## config.mk

```make
export PLATFORM = sky130hd
export DESIGN_NAME = lpps_board_flat
export DESIGN_NICKNAME = d
export VERILOG_FILES = /design/src/lpps_pkg.sv /design/src/lpps_if.sv /design/src/lpps_board.sv /design/src/flat_wrapper.sv
export SDC_FILE = /design/constraint.sdc
export NUM_CORES = 1
export LEC_CHECK = 0
export ABC_AREA = 1
export BUFFER_PORTS_ARGS = -buffer_cell sky130_fd_sc_hd__buf_4
export CELL_PAD_IN_SITES_DETAIL_PLACEMENT = 1
export CELL_PAD_IN_SITES_GLOBAL_PLACEMENT = 1
export CORE_MARGIN = 10
export CORE_UTILIZATION = 34
export CTS_CLUSTER_DIAMETER = 50
export DETAILED_ROUTE_END_ITERATION = 8
export GPL_TIMING_DRIVEN = 0
export PLACE_DENSITY = 0.8
export SLEW_MARGIN = 20
export SYNTH_ARGS = -nofsm -noshare
export SYNTH_HDL_FRONTEND = slang
export SYNTH_SLANG_ARGS = --single-unit
```

## constraint.sdc

```tcl
create_clock -name CLK_I -period 2.6 [get_ports CLK_I]
set_clock_uncertainty 0.2 [all_clocks]
set_input_delay 0 -clock CLK_I [delete_from_list [all_inputs] [get_ports CLK_I]]
set_output_delay 0 -clock CLK_I [all_outputs]
set_load 0.005 [all_outputs]
```

## src/lpps_pkg.sv

```systemverilog
// Package of constants and types for the panel power sequencer
// Summary of operation
// - Reset keeps panel enable high (off)
// - Panel-select high forces panel enable off
// - Panel enable low after two frame strobes
// - Backlight enable follows panel-select immediately
// - Supplies-good low forces both enables off
// - Power-down pair forces both enables off immediately
// - Leaving power-down waits two frame strobes
// - CRT mode keeps both enables off throughout
// - Controller drives panel-select from mode bit 4
// - CRT-to-panel switch software step order
// - Panel-to-CRT switch software step order
// - Both enables are active low outputs
// - Board supplies good, power-down pair, reset
package lpps_pkg;
  localparam int unsigned LPPS_STROBES = 2;
  localparam logic [1:0] LPPS_CNT_RESET = 2'h0;
  localparam int unsigned LPPS_PANEL_BIT = 4;
  localparam int unsigned LPPS_CRT_BIT = 5;
  localparam logic [7:0] LPPS_MODE_RESET = 8'h20;
  localparam int unsigned LPPS_FRAME_DIV = 16;
  localparam logic [3:0] LPPS_FRAME_LAST = 4'hf;
  typedef enum logic [2:0] {
    LPPS_IDLE,
    LPPS_CLR_CRT,
    LPPS_SAVE,
    LPPS_SHADOW,
    LPPS_RESTORE,
    LPPS_SET_BIT
  } lpps_step_t;
endpackage

```

## src/lpps_if.sv

```systemverilog
// Interface joining the board controller end and the sequencer end
`timescale 1ns/100ps
`default_nettype none
interface lpps_if;
  logic supplies_good;
  logic powerdown_n;
  logic powerdown_p;
  logic board_reset;
  logic panel_select_n;
  logic frame_pulse;
  logic line_pulse;
  logic panel_power_enable_n;
  logic backlight_enable_n;
  modport seq (
    input supplies_good, powerdown_n, powerdown_p, board_reset,
    input panel_select_n, frame_pulse, line_pulse,
    output panel_power_enable_n, backlight_enable_n
  );
  modport board (
    output supplies_good, powerdown_n, powerdown_p, board_reset,
    output panel_select_n, frame_pulse, line_pulse,
    input panel_power_enable_n, backlight_enable_n
  );
endinterface
`default_nettype wire

```

## src/lpps_board.sv

```systemverilog
// Board side: supplies, power-down pair, reset, controller mode steps
`timescale 1ns/100ps
`default_nettype none
module lpps_board (
  input wire logic CLK_I,
  input wire logic RST_N_I,
  input wire logic SUPPLIES_GOOD_I,
  input wire logic POWERDOWN_REQ_I,
  input wire logic PANEL_MODE_REQ_I,
  output logic BUSY_O,
  output logic [7:0] DISPLAY_MODE_REG_O,
  lpps_if.board lnk
);
  logic [7:0] mode_q, mode_d;
  lpps_pkg::lpps_step_t step_q, step_d;
  logic busy_q, busy_d;
  logic [3:0] div_q, div_d;
  logic fp_q, fp_d, lp_q, lp_d;
  logic good_q, pd_q, rst_q;

  always_comb begin
    mode_d = mode_q;
    step_d = step_q;
    busy_d = 1'b1;
    case (step_q)
      lpps_pkg::LPPS_IDLE: begin
        busy_d = 1'b0;
        if (PANEL_MODE_REQ_I != mode_q[lpps_pkg::LPPS_PANEL_BIT]) begin
          busy_d = 1'b1;
          step_d = lpps_pkg::LPPS_CLR_CRT;
        end
      end
      lpps_pkg::LPPS_CLR_CRT: begin
        // Clear the mode bit being left first
        if (PANEL_MODE_REQ_I) begin
          mode_d[lpps_pkg::LPPS_CRT_BIT] = 1'b0;
        end else begin
          mode_d[lpps_pkg::LPPS_PANEL_BIT] = 1'b0;
        end
        step_d = lpps_pkg::LPPS_SAVE;
      end
      lpps_pkg::LPPS_SAVE: step_d = lpps_pkg::LPPS_SHADOW;
      lpps_pkg::LPPS_SHADOW: step_d = lpps_pkg::LPPS_RESTORE;
      lpps_pkg::LPPS_RESTORE: step_d = lpps_pkg::LPPS_SET_BIT;
      lpps_pkg::LPPS_SET_BIT: begin
        if (PANEL_MODE_REQ_I) begin
          mode_d[lpps_pkg::LPPS_PANEL_BIT] = 1'b1;
        end else begin
          mode_d[lpps_pkg::LPPS_CRT_BIT] = 1'b1;
        end
        step_d = lpps_pkg::LPPS_IDLE;
      end
      default: step_d = lpps_pkg::LPPS_IDLE;
    endcase
  end

  // Frame and line pulses stop in power-down, as the controller does
  always_comb begin
    div_d = pd_q ? 4'h0 : div_q + 4'h1;
    fp_d = !pd_q && (div_q == lpps_pkg::LPPS_FRAME_LAST);
    lp_d = !pd_q && div_q[0];
  end

  always_ff @(posedge CLK_I) begin
    if (!RST_N_I) begin
      mode_q <= lpps_pkg::LPPS_MODE_RESET;
      step_q <= lpps_pkg::LPPS_IDLE;
      busy_q <= 1'b0;
      div_q <= 4'h0;
      fp_q <= 1'b0;
      lp_q <= 1'b0;
      good_q <= 1'b0;
      pd_q <= 1'b0;
      rst_q <= 1'b1;
    end else begin
      mode_q <= mode_d;
      step_q <= step_d;
      busy_q <= busy_d;
      div_q <= div_d;
      fp_q <= fp_d;
      lp_q <= lp_d;
      good_q <= SUPPLIES_GOOD_I;
      pd_q <= POWERDOWN_REQ_I;
      rst_q <= 1'b0;
    end
  end

  assign BUSY_O = busy_q;
  assign DISPLAY_MODE_REG_O = mode_q;
  assign lnk.supplies_good = good_q;
  assign lnk.powerdown_n = !pd_q;
  assign lnk.powerdown_p = pd_q;
  assign lnk.board_reset = rst_q;
  assign lnk.panel_select_n = !mode_q[lpps_pkg::LPPS_PANEL_BIT];
  assign lnk.frame_pulse = fp_q;
  assign lnk.line_pulse = lp_q;
endmodule
`default_nettype wire

```

## src/flat_wrapper.sv

```systemverilog
// flat-port wrapper written by rule: the top's interface ports become plain ports
module lpps_board_flat 
  (CLK_I, RST_N_I, SUPPLIES_GOOD_I, POWERDOWN_REQ_I, PANEL_MODE_REQ_I, BUSY_O, DISPLAY_MODE_REG_O, lnk_supplies_good, lnk_powerdown_n, lnk_powerdown_p, lnk_board_reset, lnk_panel_select_n, lnk_frame_pulse, lnk_line_pulse, lnk_panel_power_enable_n, lnk_backlight_enable_n);
  lpps_if lnk_i ();
  input wire logic CLK_I;
  input wire logic RST_N_I;
  input wire logic SUPPLIES_GOOD_I;
  input wire logic POWERDOWN_REQ_I;
  input wire logic PANEL_MODE_REQ_I;
  output logic BUSY_O;
  output logic [7:0] DISPLAY_MODE_REG_O;
  output wire logic [$bits(lnk_i.supplies_good)-1:0] lnk_supplies_good;
  output wire logic [$bits(lnk_i.powerdown_n)-1:0] lnk_powerdown_n;
  output wire logic [$bits(lnk_i.powerdown_p)-1:0] lnk_powerdown_p;
  output wire logic [$bits(lnk_i.board_reset)-1:0] lnk_board_reset;
  output wire logic [$bits(lnk_i.panel_select_n)-1:0] lnk_panel_select_n;
  output wire logic [$bits(lnk_i.frame_pulse)-1:0] lnk_frame_pulse;
  output wire logic [$bits(lnk_i.line_pulse)-1:0] lnk_line_pulse;
  input wire logic [$bits(lnk_i.panel_power_enable_n)-1:0] lnk_panel_power_enable_n;
  input wire logic [$bits(lnk_i.backlight_enable_n)-1:0] lnk_backlight_enable_n;
  assign lnk_supplies_good = lnk_i.supplies_good;
  assign lnk_powerdown_n = lnk_i.powerdown_n;
  assign lnk_powerdown_p = lnk_i.powerdown_p;
  assign lnk_board_reset = lnk_i.board_reset;
  assign lnk_panel_select_n = lnk_i.panel_select_n;
  assign lnk_frame_pulse = lnk_i.frame_pulse;
  assign lnk_line_pulse = lnk_i.line_pulse;
  assign lnk_i.panel_power_enable_n = lnk_panel_power_enable_n;
  assign lnk_i.backlight_enable_n = lnk_backlight_enable_n;
  lpps_board u_core (.CLK_I(CLK_I), .RST_N_I(RST_N_I), .SUPPLIES_GOOD_I(SUPPLIES_GOOD_I), .POWERDOWN_REQ_I(POWERDOWN_REQ_I), .PANEL_MODE_REQ_I(PANEL_MODE_REQ_I), .BUSY_O(BUSY_O), .DISPLAY_MODE_REG_O(DISPLAY_MODE_REG_O), .lnk(lnk_i));
endmodule
```

Word-level counts from Yosys, hierarchy flattened
Index checks and enable logic that the tools add are counted.
Storage, ports and cells
  bits in registers: 15
  input port bits: 7
  output and inout port bits: 16
  logic and storage cells: 43
Operators by class
  add/subtract/negate cells: 1
  eq/ne operators: 12
  muxes and demuxes: 10
  bitwise operators: 1
  reductions and logical operators: 9
Operator list (count)
  $pmux W3 S5: 1
  $ne A2 B2 Y1 const B: 4
  $mux W1: 7
  $eq A3 B2 Y1 const B: 2
  $eq A3 B3 Y1 const B: 2
  $reduce_and A3 Y1: 2
  $add A4 B1 Y4 const B: 1
  $eq A4 B4 Y1 const B: 1
  $pmux W2 S2: 1
  $eq A3 B1 Y1 const B: 1
  $logic_not A3 Y1: 1
  $mux W3: 1
  $logic_and A1 B1 Y1: 2
  $logic_not A1 Y1: 2
  $ne A2 B1 Y1 const B: 1
  $reduce_bool A2 Y1: 1
  $reduce_or A2 Y1: 1
  $ne A1 B1 Y1: 1
  $not A1 Y1: 1

Longest topological paths before layout
  depth in word-level cells: 3
  gate-level depth with buffers: 5

Least setup slack after synthesis
Ideal clock, no wire load.
  kind: register to register
  start point: register u_core.div_q[0]
  end point: register u_core.div_q[2]
  library setup time: 0.116 ns
  data arrival time: 0.710 ns
  data required time: 2.284 ns
  setup slack: 1.574 ns
  stages on the path, launching flop included: 4
  clock period less this slack: 1.026 ns
  cell sequence: dfxtp_1 > ha_1 > nand2_1 > nor3b_1
On the way
  longest elaborated chain between the ends: 1
Ends and longest elaborated chain
  start: declaration: line lpps_board.sv:17  | logic [3:0] div_q, div_d;
  start signal: assignment: line lpps_board.sv:79  | div_q <= div_d;
  $add A4 B1 Y4: line lpps_board.sv:59  | div_d = pd_q ? 4'h0 : div_q + 4'h1;
Every way passes these cells.
A chain may end at the register's enable or synchronous reset.

Worst setup path after layout
  start point: register u_core.step_q[2]
  end point: register u_core.mode_q[4] (netlist: u_core.DISPLAY_MODE_REG_O[4])
On the way
  longest elaborated chain between the ends: 3
  elaborated cells on any way between the ends: 7
  classes of those cells: eq/ne: 4; mux: 1; reduce/logical: 2
Ends and longest elaborated chain
  start: declaration: line lpps_board.sv:15  | lpps_pkg::lpps_step_t step_q, step_d;
  start signal: assignment: line lpps_board.sv:67  | step_q <= lpps_pkg::LPPS_IDLE;
  start signal: assignment: line lpps_board.sv:77  | step_q <= step_d;
  $eq A3 B1 Y1 or $eq A3 B3 Y1 (tied branches): line lpps_board.sv:25  | case (step_q)
  $ne A2 B2 Y1 (no line) or $reduce_bool A2 Y1 (tied branches)
  $reduce_and A3 Y1 (no line)
  end signal: assignment: line lpps_board.sv:66  | mode_q <= lpps_pkg::LPPS_MODE_RESET;
  end signal: assignment: line lpps_board.sv:76  | mode_q <= mode_d;
  end: declaration: line lpps_board.sv:14  | logic [7:0] mode_q, mode_d;
Parallel ways exist; a longest one is shown, timed or not.

==> impl_results.md <==
* Share of the synthesized area in the top cell type at 0.5106
* Overflow after GRT at 0
* RePlAce Congestion at roughly 0.74
* Nets at about 110
* Post-synthesis register bit count at 15
* Share of cells above drive strength 1 at 0.2524
* Crit path kind: register to register
* Endpoint, Worst Hold: u_core.div_q[3]
* Hold Path Stages at 2
* Synth Area per Inst at between 7 and 8 µm²
* Row cnt at 14
* CTS tree: done
* WP buf/inv at 2
* Critical Path Max Stage Delay at 0.54 ns
* Synth cell types at 17
* Clk slew on worst S/H paths at ~0.090 ns
* IO Count at 23
* Clock Sinks at 15
* Port-buffer cells at 13
* First-pass GRT wire length at around 2300 µm
* Leading area contributor after synthesis: dfxtp_1
* Max Cap Violations at 0
* Vias in the first global route at roughly 550
* Synth-to-layout area growth at 39.57%
* Synth top cells by count: dfxtp_1, inv_1, nand2_1
* Worst reg2reg endpoint: u_core.DISPLAY_MODE_REG_O[4]
* Die W at 61.59 µm
* Post-Synth Adder-Cell Area at 0.02128
* Diode count at 0
* Syn Std Cell Area at 588.1 µm²
* Number of synthesis warnings at 0
* Die Ht at just over 60 µm
* Min-Delay Path Class: register to register
* Dominant synthesized flop cell: dfxtp_1
* Via density per instance at ~4.4
* Worst Hold Launch: u_core.div_q[3]
* FF-to-FF path depth at 5
* CP max stage cell: dlygate4sd3_1
* Critical Path AT at about 1.6 ns
* Sum of negative setup slack at 0 ns
* Crit path time final at roughly 1.6 ns
* Cts repair resizes at 0
* Crit path capture type: register
* Leakage at ~0.00043 µW
* Final ANT Viol Nets at 0
* Status: complete, no violations
* Worst-Skew Late Latency at about 0.27 ns
* Final Slew Violations at 0
* Post-CTS Hold Fix Bufs at 7
* Total number of vias at ~530
* Syn Inst Count at 74
* Fillers at 194
* Worst-case clock buffer depth at 2
* H-tree levels at 1
* Async SR Flop Fraction at 0
* FF-to-FF Start: u_core.step_q[2]
* Wire per inst at roughly 12 µm
* Largest family of logic cells by synthesized area: simple AND/OR/NAND/NOR gates
* Maximum vdd ir drop at between 0.2 and 0.25 mV
* Fmax at 0.6285 GHz
* Pwr per Cell Area at between 500 and 600 nW/µm²
* Worst path cell trace: inv_1 > nand3_1 > a21oi_1 > nor2_1 > dlygate4sd3_1
* DR pass1 iterations at 3
* Post-route cell area at between 800 and 900 µm²
* Mux share of post-synthesis cell area at 0
* Setup Buffers After CTS at 0
* Core Footprint at between 1500 and 2000 µm²
* DRT Wirelength at 1376 µm
* RSZ-0062 raised after global routing: no
* Crit-path max FO at 3
* Delay-heaviest family, CP: buffers and inverters
* Startpoint types: register
* Initial Util at 0.3730
* Main area contributors after synthesis: dfxtp_1, buf_4, inv_1
* Root buf cell: clkbuf_4
* XOR/XNOR share of the synthesized area at 0.01489
* Fin crit share at 0.6120
* Compound-cell area share of the yosys netlist at 0.04043
* DRC viols at 0
* Most frequent cell after synthesis: dfxtp_1
* Largest net degree at the start of global routing at 9
* Req. time, crit path at about 2.6 ns
* Die area at around 3800 µm²
* DP HPWL at 1036 µm
* Seq/Total Area, Yosys at 0.5106
* EDFF count, synth at 0
* Setup violations, final at 0
* Post-synthesis simple-gate area fraction at 0.2277
* Final hold vios at 0
* Iteration-0 DRC Markers at 15
* CTS buffer count at 3
* Placed Instance Area at approximately 720 µm²
* Initial antenna violation count at 0
* Total GRT Usage at 0.08202
* R2R setup slack at just over 1 ns
## registers in the layout, indices dropped and copies added (netlist names)
register	flops
u_core.div_q	4
u_core.step_q	3
u_core.DISPLAY_MODE_REG_O	2
u_core.BUSY_O	1
u_core.lnk.board_reset	1
u_core.lnk.frame_pulse	1
u_core.lnk.line_pulse	1
u_core.lnk.powerdown_p	1
u_core.lnk.supplies_good	1
## worst register-to-register path, stage by stage, from the launching register on
cell           delay, ns
dfxtp_1             0.33
inv_1               0.11
nand3_1             0.11
a21oi_1             0.14
nor2_1              0.05
dlygate4sd3_1       0.54
## cell usage in the layout (no fill, tap or decap), drive strengths merged
master / count
a21oi: 2
buf: 20
clkbuf: 4
conb: 6
dfxtp: 15
dlygate4sd3: 7
ha: 1
inv: 14
nand2: 12
nand3: 5
nand4: 1
nor2: 10
nor3: 2
nor3b: 1
o21ai: 2
xor2: 1
## per-stage QoR
step	utilization	setup WS, ns	std cells	hold WS, ns	power, µW
floorplan	-	1.574	79	-0.1024	300.5
global placement	0.4595	1.514	108	-0.01768	322.4
detailed placement	0.4595	1.490	108	-0.009985	326.3
CTS	0.5206	1.012	119	0.2690	460.7
global route	0.5206	0.9042	119	0.2820	487.7
finish	0.5206	1.009	119	0.2669	457.3
## worst max-delay path by stage
stage	from	end	slack (ns)	depth (start not counted)
floorplan	u_core.div_q[0]	u_core.div_q[2]	1.57	3
global placement	u_core.div_q[0]	u_core.div_q[2]	1.51	3
detailed placement	u_core.step_q[0]	u_core.step_q[0]	1.49	4
CTS	u_core.step_q[2]	u_core.DISPLAY_MODE_REG_O[4]	1.01	5
global route	u_core.step_q[2]	u_core.DISPLAY_MODE_REG_O[4]	0.90	5
finish	u_core.step_q[2]	u_core.DISPLAY_MODE_REG_O[4]	1.01	5
## report_power, final
group | switching, µW | internal [µW] | leakage [µW] | total, µW
Combinational | 36.5 | 37.3 | 0.000293 | 73.8
Sequential | 10.9 | 244 | 0.000123 | 255
Clock | 68.8 | 59.4 | 0.0000150 | 128
Total | 116 | 341 | 0.000431 | 457
## layer usage
| layer | GRT usage | routed length [µm] | up-vias |
|---|---|---|---|
| met5 | 0 | 0 | - |
| met4 | 0.04777 | 27 | 0 |
| met3 | 0.04115 | 147 | 2 |
| met2 | 0.1391 | 660 | 18 |
| met1 | 0.07898 | 541 | 236 |
| li1 | - | - | 270 |
## cells by family (layout without fill, tap and decap cells)
kind of cell,after synthesis,in the layout
simple gates,31,31
buf+inv,21,45
flops,15,15
compound gates,4,4
fa+ha+maj,1,1
other cells,1,6
xor+xnor,1,1
## final cells by class
cell class                      instances  area (µm²)  share of cell area
Multi-Input combinational cell         43       201.4              0.2454
Inverter                               14       52.55             0.06402
Sequential cell                        15       300.3              0.3659
Timing Repair Buffer                   20       167.7              0.2043
Buffer                                  7       52.55             0.06402
Clock buffer                            4       26.28             0.03201
Tap cell                               16       20.02             0.02439
(Power assumes the default switching activity.)
